## config.mk

```make
export PLATFORM = sky130hd
export DESIGN_NAME = rwc_core
export DESIGN_NICKNAME = d
export VERILOG_FILES = /design/src/common/rwc_pkg.sv /design/src/design/rwc_core.sv /design/src/design/rwc_sync.sv
export SDC_FILE = /design/constraint.sdc
export NUM_CORES = 1
export LEC_CHECK = 0
export BUFFER_PORTS_ARGS = -buffer_cell sky130_fd_sc_hd__buf_2
export CAP_MARGIN = 20
export CORE_MARGIN = 2
export CORE_UTILIZATION = 54
export DETAILED_ROUTE_END_ITERATION = 10
export PLACE_DENSITY_LB_ADDON = 0.12
export SLEW_MARGIN = 15
export SYNTH_ARGS = -nofsm -noshare
export SYNTH_HDL_FRONTEND = slang
export SYNTH_HIERARCHICAL = 1
export SYNTH_SLANG_ARGS = --single-unit
```

## constraint.sdc

```tcl
create_clock -name clk_sys -period 3.9 [get_ports clk_sys]
set_input_delay 0.78 -clock clk_sys [delete_from_list [all_inputs] [get_ports clk_sys]]
set_output_delay 0.78 -clock clk_sys [all_outputs]
set_load 0.1 [all_outputs]
```

## src/common/rwc_pkg.sv

```systemverilog
// shared constants for the rheostat wiper command interpreter
`default_nettype none
package rwc_pkg;
  localparam int RWC_CMD_W = 4;
  localparam int RWC_DATA_W = 10;
  localparam int RWC_FRAME_W = 16;
  localparam int RWC_SLOTS = 50;
  localparam int RWC_SLOT_AW = 6;
  localparam logic [3:0] RWC_CMD_NOP = 4'h0;
  localparam logic [3:0] RWC_CMD_WR_WIPER = 4'h1;
  localparam logic [3:0] RWC_CMD_RD_WIPER = 4'h2;
  localparam logic [3:0] RWC_CMD_STORE = 4'h3;
  localparam logic [3:0] RWC_CMD_SW_RESET = 4'h4;
  localparam logic [3:0] RWC_CMD_RD_SLOT = 4'h5;
  localparam logic [3:0] RWC_CMD_RD_LAST = 4'h6;
  localparam logic [3:0] RWC_CMD_WR_CTRL = 4'h7;
  localparam logic [3:0] RWC_CMD_RD_CTRL = 4'h8;
  localparam logic [3:0] RWC_CMD_SHUTDOWN = 4'h9;
  localparam int RWC_CTRL_PEN = 0;
  localparam int RWC_CTRL_UNLOCK = 1;
  localparam int RWC_CTRL_CALDIS = 2;
  localparam int RWC_CTRL_FUSEOK = 3;
  localparam logic [3:0] RWC_CTRL_RST = 4'h0;
  localparam logic [9:0] RWC_MID_WIDE = 10'h200;
  localparam logic [9:0] RWC_MID_NARROW = 10'h080;
  localparam logic [6:0] RWC_I2C_ADDR = 7'h2c;
  localparam int RWC_PROG_CYCLES = 64;
  localparam logic [7:0] RWC_ADDR_RST = 8'h00;
endpackage : rwc_pkg
`default_nettype wire

```

## src/design/rwc_core.sv

```systemverilog
// i2c command interpreter with control flags and one-time wiper store
`default_nettype none
// How it works
// - store_program_enable resets 0; store programming only when it is 1
// - wiper_write_unlock resets 0; wiper writes only take effect when 1
// - while locked, wiper holds its current value: last stored value, midscale, or the last write made while unlocked
// - tolerance_calibration_disable resets 0; writing 1 turns calibration off
// - fuse_program_success read-only, 0 at reset, 1 after a store succeeds
// - slot addresses 0x01..0x32 map to stored values in order; 0 reserved
// - slot selection ignores top data bits
// - each enabled store write into a free slot starts a busy cycle with no acknowledge
// - address acknowledged only after the busy cycle ends
// - reset from command 4 or the low reset pin
// - reset loads wiper from most recently programmed slot
// - reset loads midscale when no slot programmed
// - command 9 with d0 set enters shutdown
// - all commands still execute during shutdown
// - command 9 with d0 clear, or any reset, leaves shutdown
// - wiper code is 10 bits wide or 8 bits narrow
// - power-up presets midscale then restores last stored value
// - frame is 4-bit command above 10-bit data; command 7 writes control
// - slot read takes six low bits, returns contents next frame
// - command 6 returns address of last programmed slot
// - command 3 stores wiper into next free slot when enabled
module rwc_core
  import rwc_pkg::*;
#(
  parameter bit WIDE = 1'b1,
  parameter int PROG_CYCLES = RWC_PROG_CYCLES
) (
  input wire logic clk_sys,
  input wire logic reset_n,
  input wire logic reset_pin_n,
  input wire logic scl_in,
  input wire logic sda_in,
  output logic sda_out,
  output logic sda_oe_n,
  output logic [9:0] wiper_code,
  output logic shutdown,
  output logic cal_disable,
  output logic busy
);
  initial begin
    if (PROG_CYCLES < 1 || PROG_CYCLES > 65535) $error("bad PROG_CYCLES");
  end

  typedef enum logic [2:0] {
    ST_IDLE,
    ST_ADDR,
    ST_ACK,
    ST_RX,
    ST_TX,
    ST_TXACK,
    ST_SKIP
  } rwc_state_t;

  typedef struct packed {
    logic scl_d;
    logic sda_d;
    rwc_state_t st;
    logic [3:0] bitcnt;
    logic [7:0] shreg;
    logic rw;
    logic byte_hi;
    logic [7:0] hi_byte;
    logic [15:0] tx_word;
    logic [15:0] nxt_tx;
    logic [3:0] ctrl;
    logic [9:0] wiper;
    logic sdn;
    logic [5:0] used;
    logic [15:0] busy_cnt;
    logic busy_f;
    logic boot;
    logic sda_o;
    logic sda_oen;
  } rwc_core_st_t;

  rwc_core_st_t st_ff;
  rwc_core_st_t nxt_st;
  logic [9:0] slot_mem_ff [RWC_SLOTS];
  // programmed slot count, kept across resets like the fuse array
  logic [5:0] used_nv_ff = 6'h00;
  logic slot_we;
  logic scl_s;
  logic sda_s;
  logic rstpin_s;
  logic [9:0] mid_code;
  logic [9:0] last_val;
  logic [15:0] frame;
  logic [5:0] sel;
  logic scl_rise;
  logic scl_fall;
  logic start_c;
  logic stop_c;

  rwc_sync #(.RST_VAL(1'b1)) u_scl (
    .clk_sys(clk_sys), .reset_n(reset_n), .d_in(scl_in), .q_out(scl_s));
  rwc_sync #(.RST_VAL(1'b1)) u_sda (
    .clk_sys(clk_sys), .reset_n(reset_n), .d_in(sda_in), .q_out(sda_s));
  rwc_sync #(.RST_VAL(1'b1)) u_rst (
    .clk_sys(clk_sys), .reset_n(reset_n), .d_in(reset_pin_n), .q_out(rstpin_s));

  assign mid_code = WIDE ? RWC_MID_WIDE : RWC_MID_NARROW;
  assign last_val = (st_ff.used == 6'h00) ? mid_code : slot_mem_ff[st_ff.used - 6'h01];
  assign frame = {st_ff.hi_byte, st_ff.shreg[6:0], sda_s};
  assign sel = frame[5:0];
  assign scl_rise = scl_s && !st_ff.scl_d;
  assign scl_fall = !scl_s && st_ff.scl_d;
  assign start_c = scl_s && st_ff.sda_d && !sda_s;
  assign stop_c = scl_s && !st_ff.sda_d && sda_s;

  always_comb begin
    nxt_st = st_ff;
    slot_we = 1'b0;
    nxt_st.scl_d = scl_s;
    nxt_st.sda_d = sda_s;
    if (st_ff.busy_cnt != 16'h0000) begin
      nxt_st.busy_cnt = st_ff.busy_cnt - 16'h0001;
    end
    if (st_ff.boot) begin
      nxt_st.boot = 1'b0;
      nxt_st.wiper = last_val;
    end
    if (!rstpin_s) begin
      nxt_st.wiper = last_val;
      nxt_st.sdn = 1'b0;
      nxt_st.ctrl = RWC_CTRL_RST;
    end
    if (stop_c || start_c) begin
      nxt_st.st = start_c ? ST_ADDR : ST_IDLE;
      nxt_st.bitcnt = 4'h0;
      nxt_st.byte_hi = 1'b1;
      nxt_st.sda_oen = 1'b1;
      nxt_st.sda_o = 1'b1;
    end else begin
      unique case (st_ff.st)
        ST_IDLE: begin
          nxt_st.sda_oen = 1'b1;
        end
        ST_ADDR, ST_RX: begin
          if (scl_rise) begin
            nxt_st.shreg = {st_ff.shreg[6:0], sda_s};
            nxt_st.bitcnt = st_ff.bitcnt + 4'h1;
            if (st_ff.bitcnt == 4'h7) begin
              if (st_ff.st == ST_ADDR) begin
                nxt_st.rw = sda_s;
                // read phase returns word prepared by last frame
                nxt_st.tx_word = st_ff.nxt_tx;
                if (st_ff.shreg[6:0] == RWC_I2C_ADDR && st_ff.busy_cnt == 16'h0000) begin
                  nxt_st.st = ST_ACK;
                end else begin
                  nxt_st.st = ST_SKIP;
                end
              end else begin
                nxt_st.st = ST_ACK;
                if (st_ff.byte_hi) begin
                  nxt_st.hi_byte = {st_ff.shreg[6:0], sda_s};
                end else begin
                  nxt_st.tx_word = st_ff.nxt_tx;
                  unique case (frame[13:10])
                    RWC_CMD_WR_WIPER: begin
                      if (st_ff.ctrl[RWC_CTRL_UNLOCK]) begin
                        nxt_st.wiper = WIDE ? frame[9:0] : {2'b00, frame[9:2]};
                      end
                    end
                    RWC_CMD_RD_WIPER: nxt_st.nxt_tx = {6'h00, st_ff.wiper};
                    RWC_CMD_STORE: begin
                      if (st_ff.ctrl[RWC_CTRL_PEN] && st_ff.used < 6'(RWC_SLOTS)) begin
                        slot_we = 1'b1;
                        nxt_st.used = st_ff.used + 6'h01;
                        nxt_st.ctrl[RWC_CTRL_FUSEOK] = 1'b1;
                        nxt_st.busy_cnt = 16'(PROG_CYCLES);
                      end
                    end
                    RWC_CMD_SW_RESET: begin
                      nxt_st.wiper = last_val;
                      nxt_st.sdn = 1'b0;
                    end
                    RWC_CMD_RD_SLOT: begin
                      if (sel != 6'h00 && sel <= st_ff.used) begin
                        nxt_st.nxt_tx = {6'h00, slot_mem_ff[sel - 6'h01]};
                      end else begin
                        nxt_st.nxt_tx = 16'h0000;
                      end
                    end
                    RWC_CMD_RD_LAST: nxt_st.nxt_tx = {10'h000, st_ff.used};
                    RWC_CMD_WR_CTRL: begin
                      nxt_st.ctrl[2:0] = frame[2:0];
                    end
                    RWC_CMD_RD_CTRL: nxt_st.nxt_tx = {12'h000, st_ff.ctrl};
                    RWC_CMD_SHUTDOWN: nxt_st.sdn = frame[0];
                    default: nxt_st.nxt_tx = st_ff.nxt_tx;
                  endcase
                end
                nxt_st.byte_hi = !st_ff.byte_hi;
              end
            end
          end
        end
        ST_ACK: begin
          if (scl_fall) begin
            if (st_ff.sda_oen) begin
              nxt_st.sda_o = 1'b0;
              nxt_st.sda_oen = 1'b0;
            end else begin
              nxt_st.sda_o = 1'b1;
              nxt_st.sda_oen = 1'b1;
              nxt_st.bitcnt = 4'h0;
              nxt_st.st = st_ff.rw ? ST_TX : ST_RX;
              if (st_ff.rw) begin
                nxt_st.sda_o = st_ff.tx_word[15];
                nxt_st.sda_oen = 1'b0;
                nxt_st.tx_word = {st_ff.tx_word[14:0], 1'b0};
              end
            end
          end
        end
        ST_TX: begin
          if (scl_fall) begin
            nxt_st.bitcnt = st_ff.bitcnt + 4'h1;
            if (st_ff.bitcnt == 4'h7) begin
              nxt_st.sda_oen = 1'b1;
              nxt_st.sda_o = 1'b1;
              nxt_st.st = ST_TXACK;
            end else begin
              nxt_st.sda_o = st_ff.tx_word[15];
              nxt_st.sda_oen = 1'b0;
              nxt_st.tx_word = {st_ff.tx_word[14:0], 1'b0};
            end
          end
        end
        ST_TXACK: begin
          // drive only from the next scl fall, never while scl is high
          if (scl_rise) begin
            nxt_st.st = sda_s ? ST_SKIP : ST_TX;
            nxt_st.bitcnt = 4'hf;
          end
        end
        ST_SKIP: begin
          nxt_st.sda_oen = 1'b1;
          nxt_st.sda_o = 1'b1;
        end
        default: nxt_st.st = ST_IDLE;
      endcase
    end
    nxt_st.busy_f = (nxt_st.busy_cnt != 16'h0000);
  end

  always_ff @(posedge clk_sys) begin
    if (!reset_n) begin
      st_ff <= '0;
      st_ff.scl_d <= 1'b1;
      st_ff.sda_d <= 1'b1;
      st_ff.st <= ST_IDLE;
      st_ff.byte_hi <= 1'b1;
      st_ff.ctrl <= RWC_CTRL_RST;
      st_ff.wiper <= WIDE ? RWC_MID_WIDE : RWC_MID_NARROW;
      st_ff.boot <= 1'b1;
      st_ff.used <= used_nv_ff;
      st_ff.sda_o <= 1'b1;
      st_ff.sda_oen <= 1'b1;
    end else begin
      st_ff <= nxt_st;
    end
  end

  // store survives reset: it is the nonvolatile array
  always_ff @(posedge clk_sys) begin
    if (slot_we) begin
      slot_mem_ff[st_ff.used] <= st_ff.wiper;
      used_nv_ff <= st_ff.used + 6'h01;
    end
  end

  assign sda_out = st_ff.sda_o;
  assign sda_oe_n = st_ff.sda_oen;
  assign wiper_code = st_ff.wiper;
  assign shutdown = st_ff.sdn;
  assign cal_disable = st_ff.ctrl[RWC_CTRL_CALDIS];
  assign busy = st_ff.busy_f;
endmodule : rwc_core
`default_nettype wire

```

## src/design/rwc_sync.sv

```systemverilog
// two-stage synchroniser for pin inputs
`default_nettype none
module rwc_sync
  import rwc_pkg::*;
#(
  parameter logic RST_VAL = 1'b1
) (
  input wire logic clk_sys,
  input wire logic reset_n,
  input wire logic d_in,
  output logic q_out
);
  typedef struct packed {
    logic s1;
    logic s2;
  } rwc_sync_st_t;
  rwc_sync_st_t st_ff;
  rwc_sync_st_t nxt_st;
  always_comb begin
    nxt_st.s1 = d_in;
    nxt_st.s2 = st_ff.s1;
  end
  always_ff @(posedge clk_sys) begin
    if (!reset_n) begin
      st_ff <= '{s1: RST_VAL, s2: RST_VAL};
    end else begin
      st_ff <= nxt_st;
    end
  end
  assign q_out = st_ff.s2;
endmodule : rwc_sync
`default_nettype wire

```

==> results.cfg, run 1 <==
[outcome]
status = finished, final reports clean

[synthesis]
yosys_most_used_dff = edfxtp_1
synth_cell_types = 82
syn_avg_cell_area_um2 = 14.5
synthArstFlopShare = 0
ys_seq_area_frac = 0.584
synth_top_area_frac = 0.522
ys_ff_latch = 603
syn-num-nets = 2043
yosysTopAreaCell = edfxtp_1
yosys-top-cells-area = edfxtp_1 52%, mux4_2 19%, dfxtp_1 6.2%, nand2_1 2.5%, nor2_1 2.0%
syn_area_mm2 = 0.0295
synthCells = 2027
yosysWarnings = 6
synth_edf_count = 512

[worst_setup_path]
cp_max_fo = 10
cp_slowest_cell = a211oi_1
crit_type = flop to flop
worstPathCellList = inv_1, ha_4, nor3b_2, xnor2_1, nand4_2, buf_4, a211oi_1, nor4_1, a22o_1
regToRegSetupSlack_ns = 0.11
r2r-end = wiper_code[8]
crit_start = st_ff[21]
critPathCaptureType = flop
max_stage_delay_ns = 0.76
cp.required_ns = 4.40
r2r_cells = 9
start_kind = flop
r2r_start = st_ff[21]
arrival_ns = 4.30

[routing]
first_pass_iters = 5
wl_um = 90300
viasPerCell = 6.94
drc = 0
drtIter0Drc = 2578
wl_per_cell_um = 31.8
via_count = 19714
antenna_left = 0

[sta]
setup_ws_ns = 0.106
relSlewSlack = 0.287
hold_violations = 0
worstMarginPinSlew_ns = 1.06
fmax_ghz = 0.264
min_period_ns = 3.79
skew_ns = 0.0396
final.setup.tns_ns = 0
fin_crit_sh = 0.973
slew_viol_final = 0
finalSetupViolations = 0
hold_slack_ns = 0.355
rsz0062_at_grt = no

[clock_tree]
hold_buffers = 0
clk_latency_ns = 0.63
cts_made_buffers = 66
clkTransAtPathRegs_ns = 0.06
cts_setup_buffers = 0
cts-resized-gates = 0
clk_path_buf_depth = 3
numClockSinks = 603
cts_root_buffer = clkbuf_16
h-tree-depth = 3
cts_tree = built

[die]
initial_core_util = 0.546
row_count = 85
die_area_mm2 = 0.0564
die-width_um = 238
ioPinCount = 20
die_h_um = 238
core_area_mm2 = 0.0539

[layout]
fillers = 4004
fin_nets = 2111
drive_gt1_frac = 0.259
area_delta_synth_final_pct = 12.2
finalInstanceArea_mm2 = 0.0331

[placement]
gp_congestion = 1.00
place_area_mm2 = 0.0309
dp_slack_ns = 0.340
io_buffers = 19
hpwl_um = 60600

[flow_run]
cap_violations = 0

[global_route]
track_usage = 0.325
grt_pass1_vias = 18887
grt_remaining_overflow = 0
antenna_found_initial = 3
grt_pass1_wl_um = 132000
grt_max_degree = 98

[min_path]
hold_depth = 2
hold_path.class = input pin to flop
hold_start = reset_pin_n
min_to = u_rst/nxt_st[0]

[power_and_ir_drop]
leakagePower_uw = 0.0111
p_per_area_mw_per_mm2 = 476
vdd_ir_drop_max_uv = 412
critical path, delay by kind of cell, from the launching register on:
| family | cells | cell delay [ns] |
|---|---|---|
| compound gates | 2 | 1.00 |
| simple gates | 3 | 0.96 |
| buf+inv | 2 | 0.57 |
| flops | 1 | 0.53 |
| fa+ha+maj | 1 | 0.25 |
| xor+xnor | 1 | 0.38 |
cells in the mapped netlist (11+ instances only):
master,instances
buf_1,13
dfxtp_1,91
nor2_1,157
buf_2,30
inv_1,25
nor4_1,12
clkbuf_1,73
nand2_1,196
mux4_2,244
ha_1,11
mux2i_1,51
buf_4,27
nand2b_1,27
a22oi_1,11
o21ai_0,62
nor3_1,42
xnor2_1,16
a21oi_1,79
mux2_2,19
and3_1,18
edfxtp_1,512
a211oi_1,25
nand3_1,77
a31oi_1,12
worst max path at each step:
stage                     slack (ns)             to  cells past startpoint
final                           0.11  wiper_code[8]                      9
after global routing            0.17  wiper_code[8]                      9
after CTS                       0.31  wiper_code[8]                      9
after detailed placement        0.34  wiper_code[8]                      9
after global placement          0.36  wiper_code[8]                      9
after floorplan                 0.53      st_ff[45]                     15
sequential cells by signal, indices dropped and copies added, names as in the netlist:
signal,cells
used_nv_ff,6
u_rst/q_out,1
u_rst/nxt_st,1
u_sda/nxt_st,1
busy,1
u_scl/q_out,1
sda_oe_n,1
u_scl/nxt_st,1
cal_disable,1
u_sda/q_out,1
sda_out,1
slot_mem_ff,500
frame,13
shutdown,1
wiper_code,10
st_ff,63
metal layers:
metal  part of all wire  global-route usage
met1               0.40               0.465
met4              0.041               0.125
met3               0.10              0.0701
met5            0.00029                   0
met2               0.46               0.496
where the power goes:
part           switching [uW]  internal, uW  total, uW
Combinational            1350           745       2100
Sequential                192          7180       7370
Clock                    2600          3680       6280
Total                    4150         11600      15700
cell families (layout without fill, tap and decap cells):
family,Yosys count,in the layout,synth area share
AO/OA/AOI/OAI,292,292,0.0653
buffers and inverters,175,291,0.0283
adder cells (fa/ha/maj),12,12,0.00501
other,0,1,0
AND/OR/NAND/NOR,605,605,0.0987
XOR/XNOR,26,26,0.00773
multiplexers,314,314,0.211
flip-flops,603,603,0.584
cells in the final DEF, fill, tap and decap left out, types with 8 or more instances in the layout:
cell type,count
nand4_1,10
mux2_2,19
buf_2,19
nor2_1,157
a22oi_1,11
nor3_1,42
nor4_1,12
buf_12,10
dfxtp_1,80
xnor2_1,14
a211oi_1,25
ha_1,9
nand3_1,77
a22o_1,9
edfxtp_1,512
a21oi_1,79
dfxtp_2,10
nand2b_1,27
and2_1,9
buf_4,120
a31oi_1,12
mux2i_1,51
clkbuf_1,10
inv_1,24
mux4_2,244
xor2_1,8
clkinv_1,8
and3_1,18
nand2_1,196
clkbuf_16,69
o21ai_0,62
cell type report:
cell class | count | area, um2 | share of cell area
Sequential cell | 603 | 17200 | 0.521
Clock buffer | 80 | 1780 | 0.0538
Inverter | 26 | 97.6 | 0.00295
Multi-Input combinational cell | 1249 | 11500 | 0.348
Antenna cell | 1 | 2.50 | 0.0000757
Tap cell | 696 | 871 | 0.0263
Clock inverter | 36 | 392 | 0.0118
Timing Repair Buffer | 149 | 1200 | 0.0362
metrics by stage:
stage / utilization / total power, uW / instances
after global placement: 0.573 / 9560 / 2723
final: 0.613 / 15700 / 2840
after detailed placement: 0.573 / 9570 / 2723
after global routing: 0.613 / 16200 / 2839
after floorplan: - / 8870 / 2027
after CTS: 0.613 / 15800 / 2839
No activity file was read; power rests on OpenSTA's default activity.
==> inputs of run 2 (changes only) <==
CORE_UTILIZATION = 35   (was 54)
==> results.cfg, run 2 (synthesis gave the netlist of run 1 again) <==
[sta]
fmax_ghz = 0.306
relSlewSlack = 0.263
worstMarginPinSlew_ns = 1.11
fin_crit_sh = 0.838
slew_viol_final = 0
hold_violations = 0
finalSetupViolations = 0
final.setup.tns_ns = 0
rsz0062_at_grt = no
skew_ns = 0.0288
min_period_ns = 3.27

[power_and_ir_drop]
power.total_uw = 16100
leakagePower_uw = 0.0113
vdd_ir_drop_max_uv = 278
p_per_area_mw_per_mm2 = 475

[die]
die_area_mm2 = 0.0865
core_area_mm2 = 0.0836
die_h_um = 294
ioPinCount = 20
row_count = 106
die-width_um = 294
initial_core_util = 0.353

[clock_tree]
cts-resized-gates = 0
hold_buffers = 0
h-tree-depth = 3
numClockSinks = 603
cts_root_buffer = clkbuf_16
cts_setup_buffers = 0
cts_tree = built
clk_path_buf_depth = 3
clkTransAtPathRegs_ns = 0.06
clk_latency_ns = 0.63
cts_made_buffers = 71

[global_route]
grt_use_met1 = 0.318
busiest_layer = met2
grt_pass1_wl_um = 139000
use_met3 = 0.0403
grt_remaining_overflow = 0
track_usage = 0.225
grt_pass1_vias = 19087
use_met2 = 0.354
grt_max_degree = 56
antenna_found_initial = 3

[worst_setup_path]
start_kind = flop
arrival_ns = 3.78
cp_max_fo = 20
cp.required_ns = 4.41
critPathCaptureType = flop
crit_type = flop to flop
regToRegSetupSlack_ns = 0.63

[layout]
drive_gt1_frac = 0.271
fillers = 7737
area_delta_synth_final_pct = 15.1
multiInputGateArea_mm2 = 0.0115
final_cell_mix = 512 x edfxtp_1, 244 x mux4_2, 196 x nand2_1
final_util = 0.406
final_cells = 3269
largest_register_ffs = 500
diodes = 0
regMostFlops = slot_mem_ff
layout_commonest_cell = edfxtp_1
finalInstanceArea_mm2 = 0.0339
fin_nets = 2149
seqCellArea_mm2 = 0.0172

[routing]
wl_per_cell_um = 29.6
drtIter0Drc = 2056
viasPerCell = 5.84
drc = 0
first_pass_iters = 6
antenna_left = 0
wl_um = 96700
via_count = 19099

[outcome]
status = finished, final reports clean

[placement]
dpl.cell_count = 3140
place_area_mm2 = 0.0316
io_buffers = 19
hpwl_um = 65100
gp_congestion = 0.934

[min_path]
hold_path.class = input pin to flop

[flow_run]
cap_violations = 0
## run 2: cell types whose count changed in the layout (fill, tap and decap cells not counted), sizes merged
| cell | change |
|---|---|
| buf | +33 |
| clkinvlp | -3 |
| bufinv | -2 |
| diode | -1 |
| clkinv | +10 |
| inv | -3 |
| clkbuf | +11 |
## run 2: metrics by stage
stage               hold WS (ns)  worst slack [ns]
global route               0.341             0.469
detailed placement         0.394             0.597
finish                     0.344             0.632
floorplan                  0.386             0.528
global placement           0.399             0.619
CTS                        0.321             0.589
## run 2: worst max-delay path, cell delays in order (launching register included)
cell     delay, ns
dfxtp_4       0.57
buf_4         0.45
buf_4         0.50
mux4_2        0.58
mux4_2        0.47
nor2_1        0.10
nor3_1        0.09
o31a_1        0.31
## run 2: worst paths after layout
| kind | from | endpoint | depth (start not counted) |
|---|---|---|---|
| setup / recovery | u_sda/q_out | st_ff[43] | 7 |
| hold / removal | sda_in | u_sda/nxt_st[0] | 2 |
| setup reg to reg | u_sda/q_out | st_ff[43] | 7 |
| hold reg to reg | u_scl/nxt_st[0] | u_scl/q_out | 1 |
## run 2: final cells by class
class | count | share of cell area
Inverter | 26 | 0.00288
Multi-Input combinational cell | 1249 | 0.339
Tap cell | 1080 | 0.0399
Sequential cell | 603 | 0.508
Clock buffer | 91 | 0.0586
Timing Repair Buffer | 182 | 0.0427
Clock inverter | 38 | 0.00882
## run 2: power by group
part / switching, uW / total (uW) / internal [uW]
combinational: 1380 / 2150 / 765
sequential: 187 / 7370 / 7180
clock: 2720 / 6580 / 3860
total: 4290 / 16100 / 11800
## run 2: routing by layer
layer  vias to the layer above  part of all wire
met4                         0             0.028
met1                     10019              0.44
met3                       117             0.073
met2                       695              0.46
li1                       8268                 -
met5                         -                 0
